**src/hdl/esfm_pkg.sv**
```systemverilog
// Constants shared by the engine sensor fault monitor modules.
// Assumes a single 10 MHz system clock; sensor voltages come in millivolts.
package esfm_pkg;

  // Clock rate
  localparam int unsigned CLK_HZ          = 10_000_000;

  // Fuel temperature range check, thresholds in millivolts
  localparam logic [12:0] FTS_LOW_MV      = 13'h0064;   // 0.1 V
  localparam logic [12:0] FTS_HIGH_MV     = 13'h11f8;   // 4.6 V
  localparam int unsigned FTS_DEBOUNCE_S  = 5;
  localparam int unsigned FTS_DEBOUNCE_CYC = FTS_DEBOUNCE_S * CLK_HZ;
  localparam int unsigned FTS_CNT_W       = 26;
  // Substitute fuel temperature, degrees Celsius, two's complement
  localparam logic [7:0]  FTS_SUBST_C     = 8'h32;      // 50 C

  // Wheel geometry
  localparam int unsigned CRANK_SLOTS     = 36;
  localparam int unsigned PUMP_TEETH      = 6;          // per engine rev
  localparam int unsigned PUMP_WEIGHT     = CRANK_SLOTS / PUMP_TEETH;

  // Engine speed measurement window: one sixth of a second
  localparam int unsigned SPEED_WIN_DEN   = 6;
  localparam int unsigned SPEED_WIN_CYC   = CLK_HZ / SPEED_WIN_DEN;
  localparam int unsigned SPEED_WIN_W     = 21;
  localparam int unsigned RPM_PER_SLOT    = 60 * SPEED_WIN_DEN / CRANK_SLOTS;
  localparam int unsigned RPM_W           = 14;
  localparam logic [13:0] MIN_MON_RPM     = 14'h0190;   // 400 rpm

  // Missing pulse monitors
  localparam int unsigned CHECK_REVS      = 10;
  localparam int unsigned PUMP_MIN_PULSES = 40;
  localparam int unsigned CRANK_MIN_PULSES = 20;
  localparam int unsigned MON_CNT_W       = 8;

endpackage : esfm_pkg

```
**src/hdl/esfm_mon_if.sv**
```systemverilog
// Connection between the top module and one missing pulse monitor.
// Assumes every signal is on the system clock domain.
`timescale 1ns/1ps
interface esfm_mon_if;
  logic enable;        // Monitoring allowed
  logic sensor_pulse;  // One-cycle pulse from the watched sensor
  logic ref_pulse;     // One-cycle pulse from the reference sensor
  logic fault;         // Latched fault of the watched sensor

  modport mon (input enable, input sensor_pulse, input ref_pulse,
               output fault);
  modport ctl (output enable, output sensor_pulse, output ref_pulse,
               input fault);
endinterface : esfm_mon_if

```
**src/hdl/esfm_pulse_shaper.sv**
```systemverilog
// Turns a squared sensor waveform into one-cycle rising edge pulses.
// Assumes the raw input is asynchronous to clk.
`timescale 1ns/1ps
module esfm_pulse_shaper
(
  input  wire logic clk,    // System clock
  input  wire logic reset,  // Synchronous reset, active high
  input  wire logic raw,    // Squared sensor waveform from the pin
  output logic      pulse   // One-cycle pulse per rising edge
);

  typedef struct packed
  {
    logic s1;
    logic s2;
    logic s3;
  } esfm_shaper_t;

  esfm_shaper_t s;
  esfm_shaper_t next_s;

  always_comb
  begin
    next_s    = s;
    next_s.s1 = raw;
    next_s.s2 = s.s1;
    next_s.s3 = s.s2;
  end

  always_ff @(posedge clk)
  begin
    if (reset)
    begin
      s <= '0;
    end
    else
    begin
      s <= next_s;
    end
  end

  // Edge taken only from the settled stages
  assign pulse = s.s2 & ~s.s3;

endmodule : esfm_pulse_shaper

```
**src/hdl/esfm_pulse_monitor.sv**
```systemverilog
// Missing pulse monitor: counts watched pulses over revolutions of the
// reference sensor. Assumes one-cycle pulses on the system clock.
`timescale 1ns/1ps
module esfm_pulse_monitor
#(
  parameter int unsigned MIN_PULSES = 40,  // Pulses needed per check span
  parameter int unsigned REF_TEETH  = 36   // Reference pulses per rev
)
(
  input  wire logic  clk,    // System clock
  input  wire logic  reset,  // Synchronous reset, active high
  esfm_mon_if.mon    port    // Enable, pulses and fault flag
);

  localparam int unsigned W = esfm_pkg::MON_CNT_W;
  localparam logic [W-1:0] MIN_CNT  = W'(MIN_PULSES);
  localparam logic [W-1:0] TEETH_M1 = W'(REF_TEETH - 1);
  localparam logic [W-1:0] REVS_M1  = W'(esfm_pkg::CHECK_REVS - 1);

  typedef enum logic [1:0] {MON_IDLE, MON_WATCH, MON_FAULT} esfm_mon_st_t;

  typedef struct packed
  {
    esfm_mon_st_t st;
    logic [W-1:0] tooth;
    logic [W-1:0] revs;
    logic [W-1:0] seen;
  } esfm_mon_t;

  esfm_mon_t s;
  esfm_mon_t next_s;

  always_comb
  begin
    next_s = s;
    case (s.st)
      MON_IDLE:
      begin
        next_s.tooth = '0;
        next_s.revs  = '0;
        next_s.seen  = '0;
        if (port.enable)
        begin
          next_s.st = MON_WATCH;
        end
      end
      MON_WATCH:
      begin
        if (!port.enable)
        begin
          next_s.st = MON_IDLE;
        end
        else
        begin
          // Saturate so a fast sensor never wraps to a low count
          if (port.sensor_pulse && s.seen != '1)
          begin
            next_s.seen = s.seen + W'(1);
          end
          if (port.ref_pulse)
          begin
            if (s.tooth == TEETH_M1)
            begin
              next_s.tooth = '0;
              if (s.revs == REVS_M1)
              begin
                next_s.revs = '0;
                // Span end check, this cycle's pulse included
                if (next_s.seen < MIN_CNT)
                begin
                  next_s.st = MON_FAULT;
                end
                next_s.seen = '0;
              end
              else
              begin
                next_s.revs = s.revs + W'(1);
              end
            end
            else
            begin
              next_s.tooth = s.tooth + W'(1);
            end
          end
        end
      end
      MON_FAULT:
      begin
        // Latched until reset
        next_s.st = MON_FAULT;
      end
      default:
      begin
        next_s.st = MON_IDLE;
      end
    endcase
  end

  always_ff @(posedge clk)
  begin
    if (reset)
    begin
      s <= '{st: MON_IDLE, default: '0};
    end
    else
    begin
      s <= next_s;
    end
  end

  assign port.fault = (s.st == MON_FAULT);

endmodule : esfm_pulse_monitor

```
**src/hdl/esfm_top.sv**
```systemverilog
// Engine sensor fault monitor: fuel temperature range check with
// substitution, pump speed and crank position missing pulse checks with
// mutual takeover, and engine speed from the crank (or pump) pulses.
// Assumes squared sensor waveforms and ignition levels arrive on pins,
// and the fuel temperature voltage and reading come from ADC logic on clk.
`timescale 1ns/1ps
module esfm_top
#(
  parameter int unsigned FTS_DEBOUNCE_CYC = esfm_pkg::FTS_DEBOUNCE_CYC,
  parameter int unsigned SPEED_WIN_CYC    = esfm_pkg::SPEED_WIN_CYC
)
(
  input  wire logic        clk,                    // 10 MHz system clock
  input  wire logic        reset,                  // Sync reset, high
  input  wire logic        ign_on,                 // Ignition switch pin
  input  wire logic        engine_running,         // Engine running pin
  input  wire logic [12:0] fuel_temp_mv,           // Sensor voltage, mV
  input  wire logic [7:0]  fuel_temp_meas,         // Measured temp, C
  input  wire logic        pump_speed_sensor,      // Squared pump pickup
  input  wire logic        crank_position_sensor,  // Squared crank pickup
  output logic [7:0]       fuel_temp_out,          // Temp for correction
  output logic             fuel_temp_sensor_fault, // Thermistor fault
  output logic             pump_speed_sensor_fault,  // Pump pulses missing
  output logic             crank_position_sensor_fault, // Crank missing
  output logic [13:0]      engine_rpm,             // Engine speed, rpm
  output logic             pump_speed_pulse,       // Pump speed pulses
  output logic             timing_pulse,           // Injection tooth pulses
  output logic             speed_from_pump         // Speed taken from pump
);

  localparam int unsigned FW = esfm_pkg::FTS_CNT_W;
  localparam int unsigned SW = esfm_pkg::SPEED_WIN_W;
  localparam int unsigned RW = esfm_pkg::RPM_W;
  localparam logic [FW-1:0] FTS_LAST  = FW'(FTS_DEBOUNCE_CYC - 1);
  localparam logic [SW-1:0] WIN_LAST  = SW'(SPEED_WIN_CYC - 1);
  localparam logic [3:0]    PUMP_W    = 4'(esfm_pkg::PUMP_WEIGHT);
  localparam logic [3:0]    PUMP_W_M1 = 4'(esfm_pkg::PUMP_WEIGHT - 1);
  localparam logic [RW-1:0] RPM_K     = RW'(esfm_pkg::RPM_PER_SLOT);

  typedef struct packed
  {
    logic          ign_s1;
    logic          ign_s2;
    logic          run_s1;
    logic          run_s2;
    logic [FW-1:0] fts_cnt;
    logic          fts_fault;
    logic [7:0]    temp_out;
    logic [SW-1:0] win_cnt;
    logic [RW-1:0] slot_acc;
    logic [RW-1:0] rpm;
    logic [3:0]    derive_cnt;
    logic          pump_out;
    logic          timing_out;
    logic          pump_fault;
    logic          crank_fault;
  } esfm_top_t;

  esfm_top_t s;
  esfm_top_t next_s;

  logic pump_edge;
  logic crank_edge;
  logic fts_active;
  logic fts_bad;
  logic speed_ok;
  logic [RW-1:0] slot_inc;
  logic          fts_low;
  logic          fts_high;
  logic [2*RW-1:0] rpm_full;

  esfm_mon_if pump_mon ();
  esfm_mon_if crank_mon ();

  // A pin already high as reset ends gives one extra edge
  // Pickup shaping
  esfm_pulse_shaper u_pump_shaper
  (
    .clk   (clk),
    .reset (reset),
    .raw   (pump_speed_sensor),
    .pulse (pump_edge)
  );

  esfm_pulse_shaper u_crank_shaper
  (
    .clk   (clk),
    .reset (reset),
    .raw   (crank_position_sensor),
    .pulse (crank_edge)
  );

  // Shared speed gate of both monitors
  assign speed_ok = (s.rpm >= esfm_pkg::MIN_MON_RPM);

  assign pump_mon.enable       = speed_ok & ~crank_mon.fault;
  assign pump_mon.sensor_pulse = pump_edge;
  assign pump_mon.ref_pulse    = crank_edge;

  assign crank_mon.enable       = speed_ok & ~pump_mon.fault;
  assign crank_mon.sensor_pulse = crank_edge;
  assign crank_mon.ref_pulse    = pump_edge;

  // Each monitor measures its span in revolutions of the other sensor
  // Pump counted over ten crank revolutions
  esfm_pulse_monitor
  #(
    .MIN_PULSES (esfm_pkg::PUMP_MIN_PULSES),
    .REF_TEETH  (esfm_pkg::CRANK_SLOTS)
  )
  u_pump_mon
  (
    .clk   (clk),
    .reset (reset),
    .port  (pump_mon.mon)
  );

  esfm_pulse_monitor
  #(
    .MIN_PULSES (esfm_pkg::CRANK_MIN_PULSES),
    .REF_TEETH  (esfm_pkg::PUMP_TEETH)
  )
  u_crank_mon
  (
    .clk   (clk),
    .reset (reset),
    .port  (crank_mon.mon)
  );

  assign fts_active = s.ign_s2 | s.run_s2;
  // Range limits; exactly 0.1 V and 4.6 V still count as valid
  assign fts_low  = (fuel_temp_mv < esfm_pkg::FTS_LOW_MV);
  assign fts_high = (fuel_temp_mv > esfm_pkg::FTS_HIGH_MV);
  assign fts_bad  = fts_low | fts_high;

  // Full product so a high slot count saturates instead of wrapping
  assign rpm_full = s.slot_acc * RPM_K;

  // A pump tooth stands for several crank slots in the speed count
  always_comb
  begin
    slot_inc = '0;
    if (s.crank_fault)
    begin
      if (pump_edge)
      begin
        slot_inc = RW'(PUMP_W);
      end
    end
    else if (crank_edge)
    begin
      slot_inc = RW'(1);
    end
  end

  always_comb
  begin
    next_s        = s;
    next_s.ign_s1 = ign_on;
    next_s.ign_s2 = s.ign_s1;
    next_s.run_s1 = engine_running;
    next_s.run_s2 = s.run_s1;

    // After the fault latches the count freezes while the input stays bad; only reset clears the fault
    // Debounce restart
    if (!fts_active || !fts_bad)
    begin
      next_s.fts_cnt = '0;
    end
    else if (!s.fts_fault)
    begin
      if (s.fts_cnt == FTS_LAST)
      begin
        next_s.fts_fault = 1'b1;
      end
      else
      begin
        next_s.fts_cnt = s.fts_cnt + FW'(1);
      end
    end

    if (next_s.fts_fault)
    begin
      next_s.temp_out = esfm_pkg::FTS_SUBST_C;
    end
    else
    begin
      next_s.temp_out = fuel_temp_meas;
    end

    // Slots per window to rpm
    // A stalled crank still shows the old speed until this window ends,
    // which is what lets the crank check catch the stall at all
    if (s.win_cnt == WIN_LAST)
    begin
      next_s.win_cnt  = '0;
      next_s.slot_acc = slot_inc;
      if (|rpm_full[2*RW-1:RW])
      begin
        next_s.rpm = '1;
      end
      else
      begin
        next_s.rpm = rpm_full[RW-1:0];
      end
    end
    else
    begin
      next_s.win_cnt = s.win_cnt + SW'(1);
      // Saturate rather than wrap at very high speed
      if (s.slot_acc <= ~slot_inc)
      begin
        next_s.slot_acc = s.slot_acc + slot_inc;
      end
      else
      begin
        next_s.slot_acc = '1;
      end
    end

    // Derived pulses keep an arbitrary phase; only their rate matters
    // Pump speed from crank when pump faulted
    next_s.pump_out = 1'b0;
    if (s.pump_fault)
    begin
      if (crank_edge)
      begin
        if (s.derive_cnt == PUMP_W_M1)
        begin
          next_s.derive_cnt = '0;
          next_s.pump_out   = 1'b1;
        end
        else
        begin
          next_s.derive_cnt = s.derive_cnt + 4'h1;
        end
      end
    end
    else
    begin
      next_s.derive_cnt = '0;
      next_s.pump_out   = pump_edge;
    end

    // Timing from pump when crank faulted
    if (s.crank_fault)
    begin
      next_s.timing_out = pump_edge;
    end
    else
    begin
      next_s.timing_out = crank_edge;
    end

    // Flags trail the monitors by one cycle so every output is a register
    next_s.pump_fault  = pump_mon.fault;
    next_s.crank_fault = crank_mon.fault;
  end

  always_ff @(posedge clk)
  begin
    if (reset)
    begin
      s <= '0;
    end
    else
    begin
      s <= next_s;
    end
  end

  assign fuel_temp_out               = s.temp_out;
  assign fuel_temp_sensor_fault      = s.fts_fault;
  assign pump_speed_sensor_fault     = s.pump_fault;
  assign crank_position_sensor_fault = s.crank_fault;
  assign engine_rpm                  = s.rpm;
  assign pump_speed_pulse            = s.pump_out;
  assign timing_pulse                = s.timing_out;
  assign speed_from_pump             = s.crank_fault;

endmodule : esfm_top

```
**config.mk**
```make
export PLATFORM = sky130hd
export DESIGN_NAME = esfm_top
export DESIGN_NICKNAME = d
export VERILOG_FILES = /design/src/hdl/esfm_pkg.sv /design/src/hdl/esfm_mon_if.sv /design/src/hdl/esfm_pulse_shaper.sv /design/src/hdl/esfm_pulse_monitor.sv /design/src/hdl/esfm_top.sv
export SDC_FILE = /design/constraint.sdc
export NUM_CORES = 1
export LEC_CHECK = 0
export ABC_CLOCK_PERIOD_IN_PS = 7950
export BUFFER_PORTS_ARGS = -buffer_cell sky130_fd_sc_hd__buf_2
export CAP_MARGIN = 20
export CORE_MARGIN = 3
export CORE_UTILIZATION = 55
export CTS_CLUSTER_SIZE = 16
export DETAILED_ROUTE_END_ITERATION = 6
export GPL_TIMING_DRIVEN = 1
export HOLD_SLACK_MARGIN = 0.1
export PLACE_DENSITY = 0.74
export SETUP_SLACK_MARGIN = 0.2
export SYNTH_ARGS = -nofsm -noshare
export SYNTH_HDL_FRONTEND = slang
export SYNTH_SLANG_ARGS = --single-unit
```
**constraint.sdc**
```tcl
create_clock -name clk -period 7.95 [get_ports clk]
set_input_delay 0.3975 -clock clk [delete_from_list [all_inputs] [get_ports clk]]
set_output_delay 0.3975 -clock clk [all_outputs]
set_load 0.005 [all_outputs]
```
==> impl_metrics.toml, run 1 <==
[cts]
cts_root_buf = "clkbuf_16"
cts_setup_buffers = 0
cts_repair_resize_count = 0
cts_tree = "built"
clk_pin_slew_ns = 0.06
ctsHoldBuffers = 0
clk_path_buf_depth = 2
cts.sinks = 154
h-tree-depth = 4
cts_buffers = 17
worstSkewPairLatency_ns = 0.42

[route]
top_layer_used = "met4"
drt-total-wl_um = 15400
drtIter0Drc = 343
drtAntennaViolNets = 0
routedWlPerCell_um = 13.6
route.met3.wl_um = 723
firstDrtPassIters = 5
routed-via-count = 6290
m1WireLength_um = 7500
vias_per_cell = 5.55
drc = 0
met2_length_um = 6840

[pwr]
power_leakage_nw = 3.39
power_density_mw_per_mm2 = 187
ir_drop_uv = 159

[layout]
final_cell_area_sq_mm = 0.00879
syn2layout_area_growth_pct = 10.2
n_fill_cell = 1192
drive_gt1_share_pct = 11.7
multi_input_area_sq_mm = 0.00449
seq_area_sq_mm = 0.00308
antennaDiodeCount = 0
layout.nets = 1011

[synthesis]
synth_most_common_cell = "nor2_1"
synth_area_sq_mm = 0.00797
yosysTopAreaCellShare_pct = 38.7
synth-seq-cells = 154
synthTopCellsByArea = "dfxtp_1 (39%), nor2_1 (7.3%), xor2_1 (7.0%)"
synthTopCellsByCount = "nor2_1 (155), dfxtp_1 (154), xor2_1 (64), nand2_1 (51), nand3_1 (47)"
synthesis.area_per_instance_sq_um = 8.65
ys_warn_count = 0
synth_cell_types = 71
syn_inst = 922
seq_area_frac_synth_pct = 38.7
synth_nets = 991
ys.flop_type = "dfxtp_1"
synth_edf_count = 0
synth_largest_area_cell = "dfxtp_1"
async_reset_ff_share_pct = 0

[worst_hold_path]
worstHoldPathType = "primary input to flip-flop"
min_to = "fuel_temp_out[7]"
min_from = "fuel_temp_meas[7]"
min_delay_path_depth = 2

[critical_path]
reg2reg_from = "s[25]"
start_kind = "flip-flop"
rrSetupSlack_ns = 4.74
crit_type = "flip-flop to flip-flop"
setup.worst_path.end_class = "flip-flop"
required_ns = 8.22
arrival_ns = 3.48
r2r_cells = 11
r2r-end = "engine_rpm[2]"
cp_max_fo = 14

[floorplanning]
core_sq_mm = 0.0140
fp.dieW_um = 126
start_util_pct = 56.8
die_area_sq_mm = 0.0160
rows = 43
io_pins = 55
die_h_um = 126

[job]
cap_violations = 0

[placement]
port_buffers = 54
hpwl_um = 10900
placed_area_sq_mm = 0.00818
gp_congestion = 0.866

[timing]
slew_headroom_pct = 42.8
rsz0062_at_grt = "no"
fin_worst_skew_ns = 0.00576
hold_ws_ns = 0.172
setup-violations-final = 0
final-hold-violation-count = 0
fin_crit_ns = 3.21
maxSlewViolCount = 0
setup_tns_ns = 0
period_share_pct = 40.4
worst_pin_slew_ns = 0.859
timing.fmax_mhz = 311

[grt]
grt_pass1_vias = 5693
overflow = 0
antenna_found_initial = 0
grt_start_max_net_pins = 61
grt_first_pass_wirelength_um = 26100
grtUsageTotal_pct = 19.4

[outcome]
status = "finished, final reports clean"
[registers in the layout (all words and copies together) (netlist names)]
name,cells
crank_position_sensor_fault,1
engine_rpm,14
fuel_temp_out,8
fuel_temp_sensor_fault,1
next_s,2
pump_speed_pulse,1
pump_speed_sensor_fault,1
s,67
timing_pulse,1
u_crank_mon.s,26
u_crank_shaper.next_s,2
u_crank_shaper.s,1
u_pump_mon.s,26
u_pump_shaper.next_s,2
u_pump_shaper.s,1
[how the worst max path moves through the flow]
stage	start	end	depth (start not counted)
after floorplan	s[25]	engine_rpm[5]	12
after global placement	s[26]	engine_rpm[2]	9
after detailed placement	s[26]	engine_rpm[2]	9
after CTS	s[26]	engine_rpm[2]	9
after global routing	s[26]	engine_rpm[2]	9
final	s[25]	engine_rpm[2]	11
[routing by layer]
metal / vias to the layer above / track usage (%)
li1: 3235 / -
met1: 2901 / 26.3
met2: 129 / 30.0
met3: 25 / 4.67
met4: 0 / 7.76
met5: - / 0
[critical path, stage by stage, from the launching register on]
cell and delay, ns:
dfxtp_1 0.45, ha_1 0.28, ha_1 0.24, inv_1 0.08, fa_1 0.20, nor2b_1 0.07, o31a_2 0.29, o21ai_0 0.15
nand2b_1 0.14, a31o_2 0.28, nor4_4 0.73, a211oi_1 0.17
[final cells by class]
type                            instances  share of cell area [%]
Multi-Input combinational cell        688                    51.1
Timing Repair Buffer                   56                    3.25
Inverter                               25                    1.07
Tap cell                              180                    2.56
Clock inverter                         10                    1.59
Clock buffer                           21                    5.35
Sequential cell                       154                    35.1
[cells by family (layout without fill, tap and decap cells)]
logic type | count (synthesis) | count (layout) | synth area share [%]
flops | 154 | 154 | 38.7
fa+ha+maj | 42 | 42 | 6.78
buf+inv | 80 | 112 | 5.08
simple gates | 407 | 407 | 26.2
compound gates | 138 | 138 | 12.0
xor+xnor | 93 | 93 | 10.2
mux | 8 | 8 | 1.00
[power breakdown]
part	internal, mW	switching [mW]	total, mW
Clock	0.517	0.309	0.826
Sequential	0.778	0.00327	0.782
Combinational	0.0137	0.0195	0.0332
Total	1.31	0.332	1.64
[per-stage QoR]
step | utilization [%] | setup slack, ns | total power [mW] | std cells
finish | 62.6 | 4.74 | 1.64 | 1134
global route | 62.6 | 4.49 | 1.70 | 1134
CTS | 62.6 | 4.75 | 1.66 | 1134
detailed placement | 58.2 | 4.77 | 0.832 | 1103
global placement | 58.2 | 4.82 | 0.832 | 1103
floorplan | - | 5.26 | 0.820 | 922
[cells in the final DEF, fill, tap and decap left out, drive strengths merged, types with 19 or more instances in the layout]
cell / Yosys / layout
nand2: 51 / 51
buf: 33 / 56
nor3: 19 / 19
nor2: 155 / 155
nand3: 47 / 47
ha: 40 / 40
dfxtp: 154 / 154
o21ai: 21 / 21
inv: 25 / 26
xor2: 64 / 64
nand4: 24 / 24
and3: 22 / 22
a211oi: 20 / 20
xnor2: 29 / 29
clkbuf: 22 / 21
nor2b: 19 / 19
a21oi: 44 / 44
(Power assumes the default switching activity.)
==> run 2: changes to the inputs <==
- ABC_CLOCK_PERIOD_IN_PS: 7950 -> 3180
- clock period: 7.95 -> 3.18 ns (I/O delays scaled with it)
==> impl_metrics.toml, run 2 (synthesis gave the netlist of run 1 again) <==
[outcome]
status = "finished, final reports clean"

[route]
vias_per_cell = 5.48
drt-total-wl_um = 15500
drtAntennaViolNets = 0
drc = 0
routedWlPerCell_um = 13.4
firstDrtPassIters = 5
routed-via-count = 6338
drtIter0Drc = 458

[placement]
port_buffers = 54
dp_cells = 1111
hpwl_um = 10900
gp_congestion = 0.824

[layout]
syn2layout_area_growth_pct = 12.6
largest_reg_flops = 67
final_util_pct = 64.0
layout.nets = 1033
mostFrequentLayoutCells = "nor2_1 (155), dfxtp_1 (150), xor2_1 (64)"
layout_commonest_cell = "nor2_1"
drive_gt1_share_pct = 13.2
final_cells = 1157
largest-register = "s"
antennaDiodeCount = 0
reg_top3 = "s (67), u_crank_mon.s (26), u_pump_mon.s (26)"

[floorplanning]
start_util_pct = 56.8
die_h_um = 126
fp.dieW_um = 126
rows = 43
core_sq_mm = 0.0140
io_pins = 55
die_area_sq_mm = 0.0160

[critical_path]
arrival_ns = 3.07
crit_type = "flip-flop to flip-flop"
cp_max_fo = 7
start_kind = "flip-flop"
setup.worst_path.end_class = "flip-flop"
required_ns = 3.47

[grt]
grt_first_pass_wirelength_um = 26900
antenna_found_initial = 0
overflow = 0
grt_start_max_net_pins = 35
grtUsageTotal_pct = 19.9
grt_pass1_vias = 5892

[timing]
timing.fmax_mhz = 360
final-hold-violation-count = 0
maxSlewViolCount = 0
hold_ws_ns = 0.196
rsz0062_at_grt = "no"
fin_crit_ns = 2.78
setup-violations-final = 0
slew_headroom_pct = 41.3
fin_worst_skew_ns = 0.00736
setup_tns_ns = 0
worst_pin_slew_ns = 0.880
period_share_pct = 87.4

[cts]
h-tree-depth = 4
cts_buffers = 17
cts_root_buf = "clkbuf_16"
cts_tree = "built"
worstSkewPairLatency_ns = 0.42
clk_pin_slew_ns = 0.06
cts.sinks = 154
clk_path_buf_depth = 2

[job]
cap_violations = 0

[pwr]
power_leakage_nw = 3.48
ir_drop_uv = 431
power_density_mw_per_mm2 = 450
total_power_mw = 4.04

[worst_hold_path]
worstHoldPathType = "primary input to flip-flop"
==> run 2: per-layer routing <==
layer,vias up,track usage [%],wire [um]
met4,0,5.55,162
met3,15,4.80,699
met2,107,31.5,6980
li1,3293,-,-
met5,-,0,0
met1,2923,27.3,7620
==> run 2: per-stage QoR <==
stage / instance area, sq um / setup slack [ns]
6_report: 8980 / 0.399
5_1_grt: 8980 / 0.220
4_1_cts: 8960 / 0.262
3_5_place_dp: 8240 / 0.117
3_3_place_gp: 8240 / 0.182
2_1_floorplan: 7970 / 0.486
==> run 2: power breakdown <==
part | internal, mW | leakage (nW) | switching [mW] | total [mW]
logic | 0.0452 | 1.96 | 0.0514 | 0.0966
clock network | 1.21 | 0.282 | 0.783 | 1.99
registers | 1.95 | 1.25 | 0.00878 | 1.95
==> run 2: repair_timing <==
action	CTS	global route
endpoints found under the hold margin	12	0
gates resized for setup	0	7
cloned	0	0
pin swaps	1	2
endpoints found under the setup margin	11	14
hold buffers	12	0
buffers inserted	1	1
==> run 2: worst paths after layout <==
kind	startpoint	to	slack (ns)	cells after the start
worst min-delay path	reset	u_crank_mon.s[6]	0.20	2
worst min register to register	u_pump_shaper.next_s[1]	u_pump_shaper.next_s[0]	0.44	1
worst max-delay path	s[26]	engine_rpm[8]	0.40	10
worst max register to register	s[26]	engine_rpm[8]	0.40	10
==> run 2: critical path, stage by stage, from the launching register on <==
cell and delay (ns):
dfxtp_2 0.35, ha_1 0.29, ha_1 0.32, a211oi_2 0.27
o21ai_2 0.12, a2111oi_2 0.35, nor3_1 0.11, xor2_1 0.17
nor4_4 0.37, buf_4 0.22, a211oi_1 0.07
==> run 2: cell type report <==
cell class,instances,area (sq um)
well taps,180,225
clock buffers,24,512
repair buffers,78,480
fillers,1164,5060
inverters,25,93.8
multi-input cells,688,4500
clock inverters,8,82.6
flip-flops and latches,154,3090
==> run 3: changes to the inputs <==
- CORE_ASPECT_RATIO: unset -> 0.75
- PLACE_DENSITY: 0.74 -> 0.83
==> impl_metrics.toml, run 3 (synthesis gave the netlist of run 1 again) <==
[route]
drtAntennaViolNets = 0
drc = 0
vias_per_cell = 5.58
routedWlPerCell_um = 14.4
drt-total-wl_um = 16800
routed-via-count = 6516
firstDrtPassIters = 5
drtIter0Drc = 460

[cts]
h-tree-depth = 4
clk_path_buf_depth = 2
cts_setup_buffers = 0
clk_pin_slew_ns = 0.06
cts_buffers = 17
worstSkewPairLatency_ns = 0.43
cts_root_buf = "clkbuf_16"
cts_tree = "built"
cts.sinks = 154

[timing]
fin_worst_skew_ns = 0.0104
fin_ws_ns = 0.342
rsz0062_at_grt = "no"
setup_tns_ns = 0
maxSlewViolCount = 0
period_share_pct = 89.2
fin_crit_ns = 2.84
worst_pin_slew_ns = 0.851
timing.fmax_mhz = 352
final-hold-violation-count = 0
slew_headroom_pct = 43.3
setup-violations-final = 0

[pwr]
power_leakage_nw = 3.47
power_density_mw_per_mm2 = 457
ir_drop_uv = 359

[placement]
hpwl_um = 11500
port_buffers = 54
dp_slack_ns = 0.257
gp_congestion = 0.870

[critical_path]
setup.worst_path.end_class = "flip-flop"
crit_type = "flip-flop to flip-flop"
start_kind = "flip-flop"
required_ns = 3.45
cp_max_fo = 7
r2r-end = "engine_rpm[4]"
rrSetupSlack_ns = 0.34
arrival_ns = 3.11
r2r_cells = 10
reg2reg_from = "s[26]"

[outcome]
status = "finished, final reports clean"

[floorplanning]
io_pins = 55
core_sq_mm = 0.0139
die_h_um = 110
fp.dieW_um = 145
die_area_sq_mm = 0.0160
start_util_pct = 57.2
rows = 37

[layout]
antennaDiodeCount = 0
layout.nets = 1030
drive_gt1_share_pct = 12.7
reg_top3 = "s (67), u_crank_mon.s (26), u_pump_mon.s (26)"
largest-register = "s"
layout_commonest_cell = "nor2_1"
largest_reg_flops = 67
mostFrequentLayoutCells = "nor2_1 (155), dfxtp_1 (151), xor2_1 (64)"
n_fill_cell = 1104
syn2layout_area_growth_pct = 12.7

[worst_hold_path]
min_delay_path_depth = 2
min_to = "u_pump_mon.s[5]"
worstHoldPathType = "primary input to flip-flop"
min_from = "reset"

[grt]
overflow = 0
grt_start_max_net_pins = 33
antenna_found_initial = 0
grt_pass1_vias = 5876
grt_first_pass_wirelength_um = 27900
grtUsageTotal_pct = 21.0

[job]
cap_violations = 0
==> run 3: through the flow <==
step | power (mW) | std cells | utilization, % | cell area [sq um] | hold WS (ns)
after floorplan | 2.05 | 922 | - | 7970 | 0.281
after global placement | 2.08 | 1124 | 59.2 | 8240 | 0.360
after detailed placement | 2.08 | 1124 | 59.2 | 8240 | 0.364
after CTS | 4.13 | 1167 | 64.3 | 8960 | 0.233
after global routing | 4.23 | 1168 | 64.5 | 8990 | 0.254
final | 4.10 | 1168 | 64.5 | 8990 | 0.243
==> run 3: routing by layer <==
| metal | track usage, % | vias up | wire (um) |
|---|---|---|---|
| li1 | - | 3273 | - |
| met1 | 29.1 | 3075 | 8190 |
| met2 | 32.5 | 147 | 7560 |
| met3 | 5.60 | 21 | 813 |
| met4 | 6.44 | 0 | 223 |
| met5 | 0 | - | 0 |
==> run 3: power by group <==
group	switching [mW]	total (mW)	internal, mW
Sequential	0.00857	1.95	1.95
Combinational	0.0554	0.101	0.0453
Clock	0.824	2.05	1.22
==> run 3: cell type report <==
cell class / instances / area, sq um / share of cell area [%]
multi-input cells: 688 / 4500 / 50.0
flip-flops and latches: 154 / 3090 / 34.3
clock buffers: 20 / 467 / 5.19
repair buffers: 75 / 465 / 5.18
well taps: 195 / 244 / 2.71
clock inverters: 11 / 134 / 1.49
inverters: 25 / 93.8 / 1.04
==> run 3: critical path, stage by stage (launching register included) <==
cell and delay, ns:
dfxtp_2 0.35, ha_1 0.31, ha_1 0.33, a211oi_2 0.25, o21ai_1 0.14, a2111oi_2 0.37, nor3_1 0.11, xor2_1 0.18
nor4_4 0.38, buf_6 0.19, a211oi_1 0.08
==> run 3: worst max path at each step <==
stage               startpoint       endpoint  slack (ns)  cells after the start
floorplan                s[25]  engine_rpm[5]        0.49                     12
global placement         s[25]  engine_rpm[2]        0.38                     10
detailed placement       s[26]  engine_rpm[9]        0.26                     10
CTS                      s[26]  engine_rpm[9]        0.24                     10
global route             s[27]  engine_rpm[5]        0.24                     10
finish                   s[26]  engine_rpm[4]        0.34                     10
==> run 3: timing repair <==
action,4_1_cts,5_1_grt
resized for setup,0,9
endpoints found under the hold margin,12,0
hold buffers,12,0
endpoints found under the setup margin,0,14
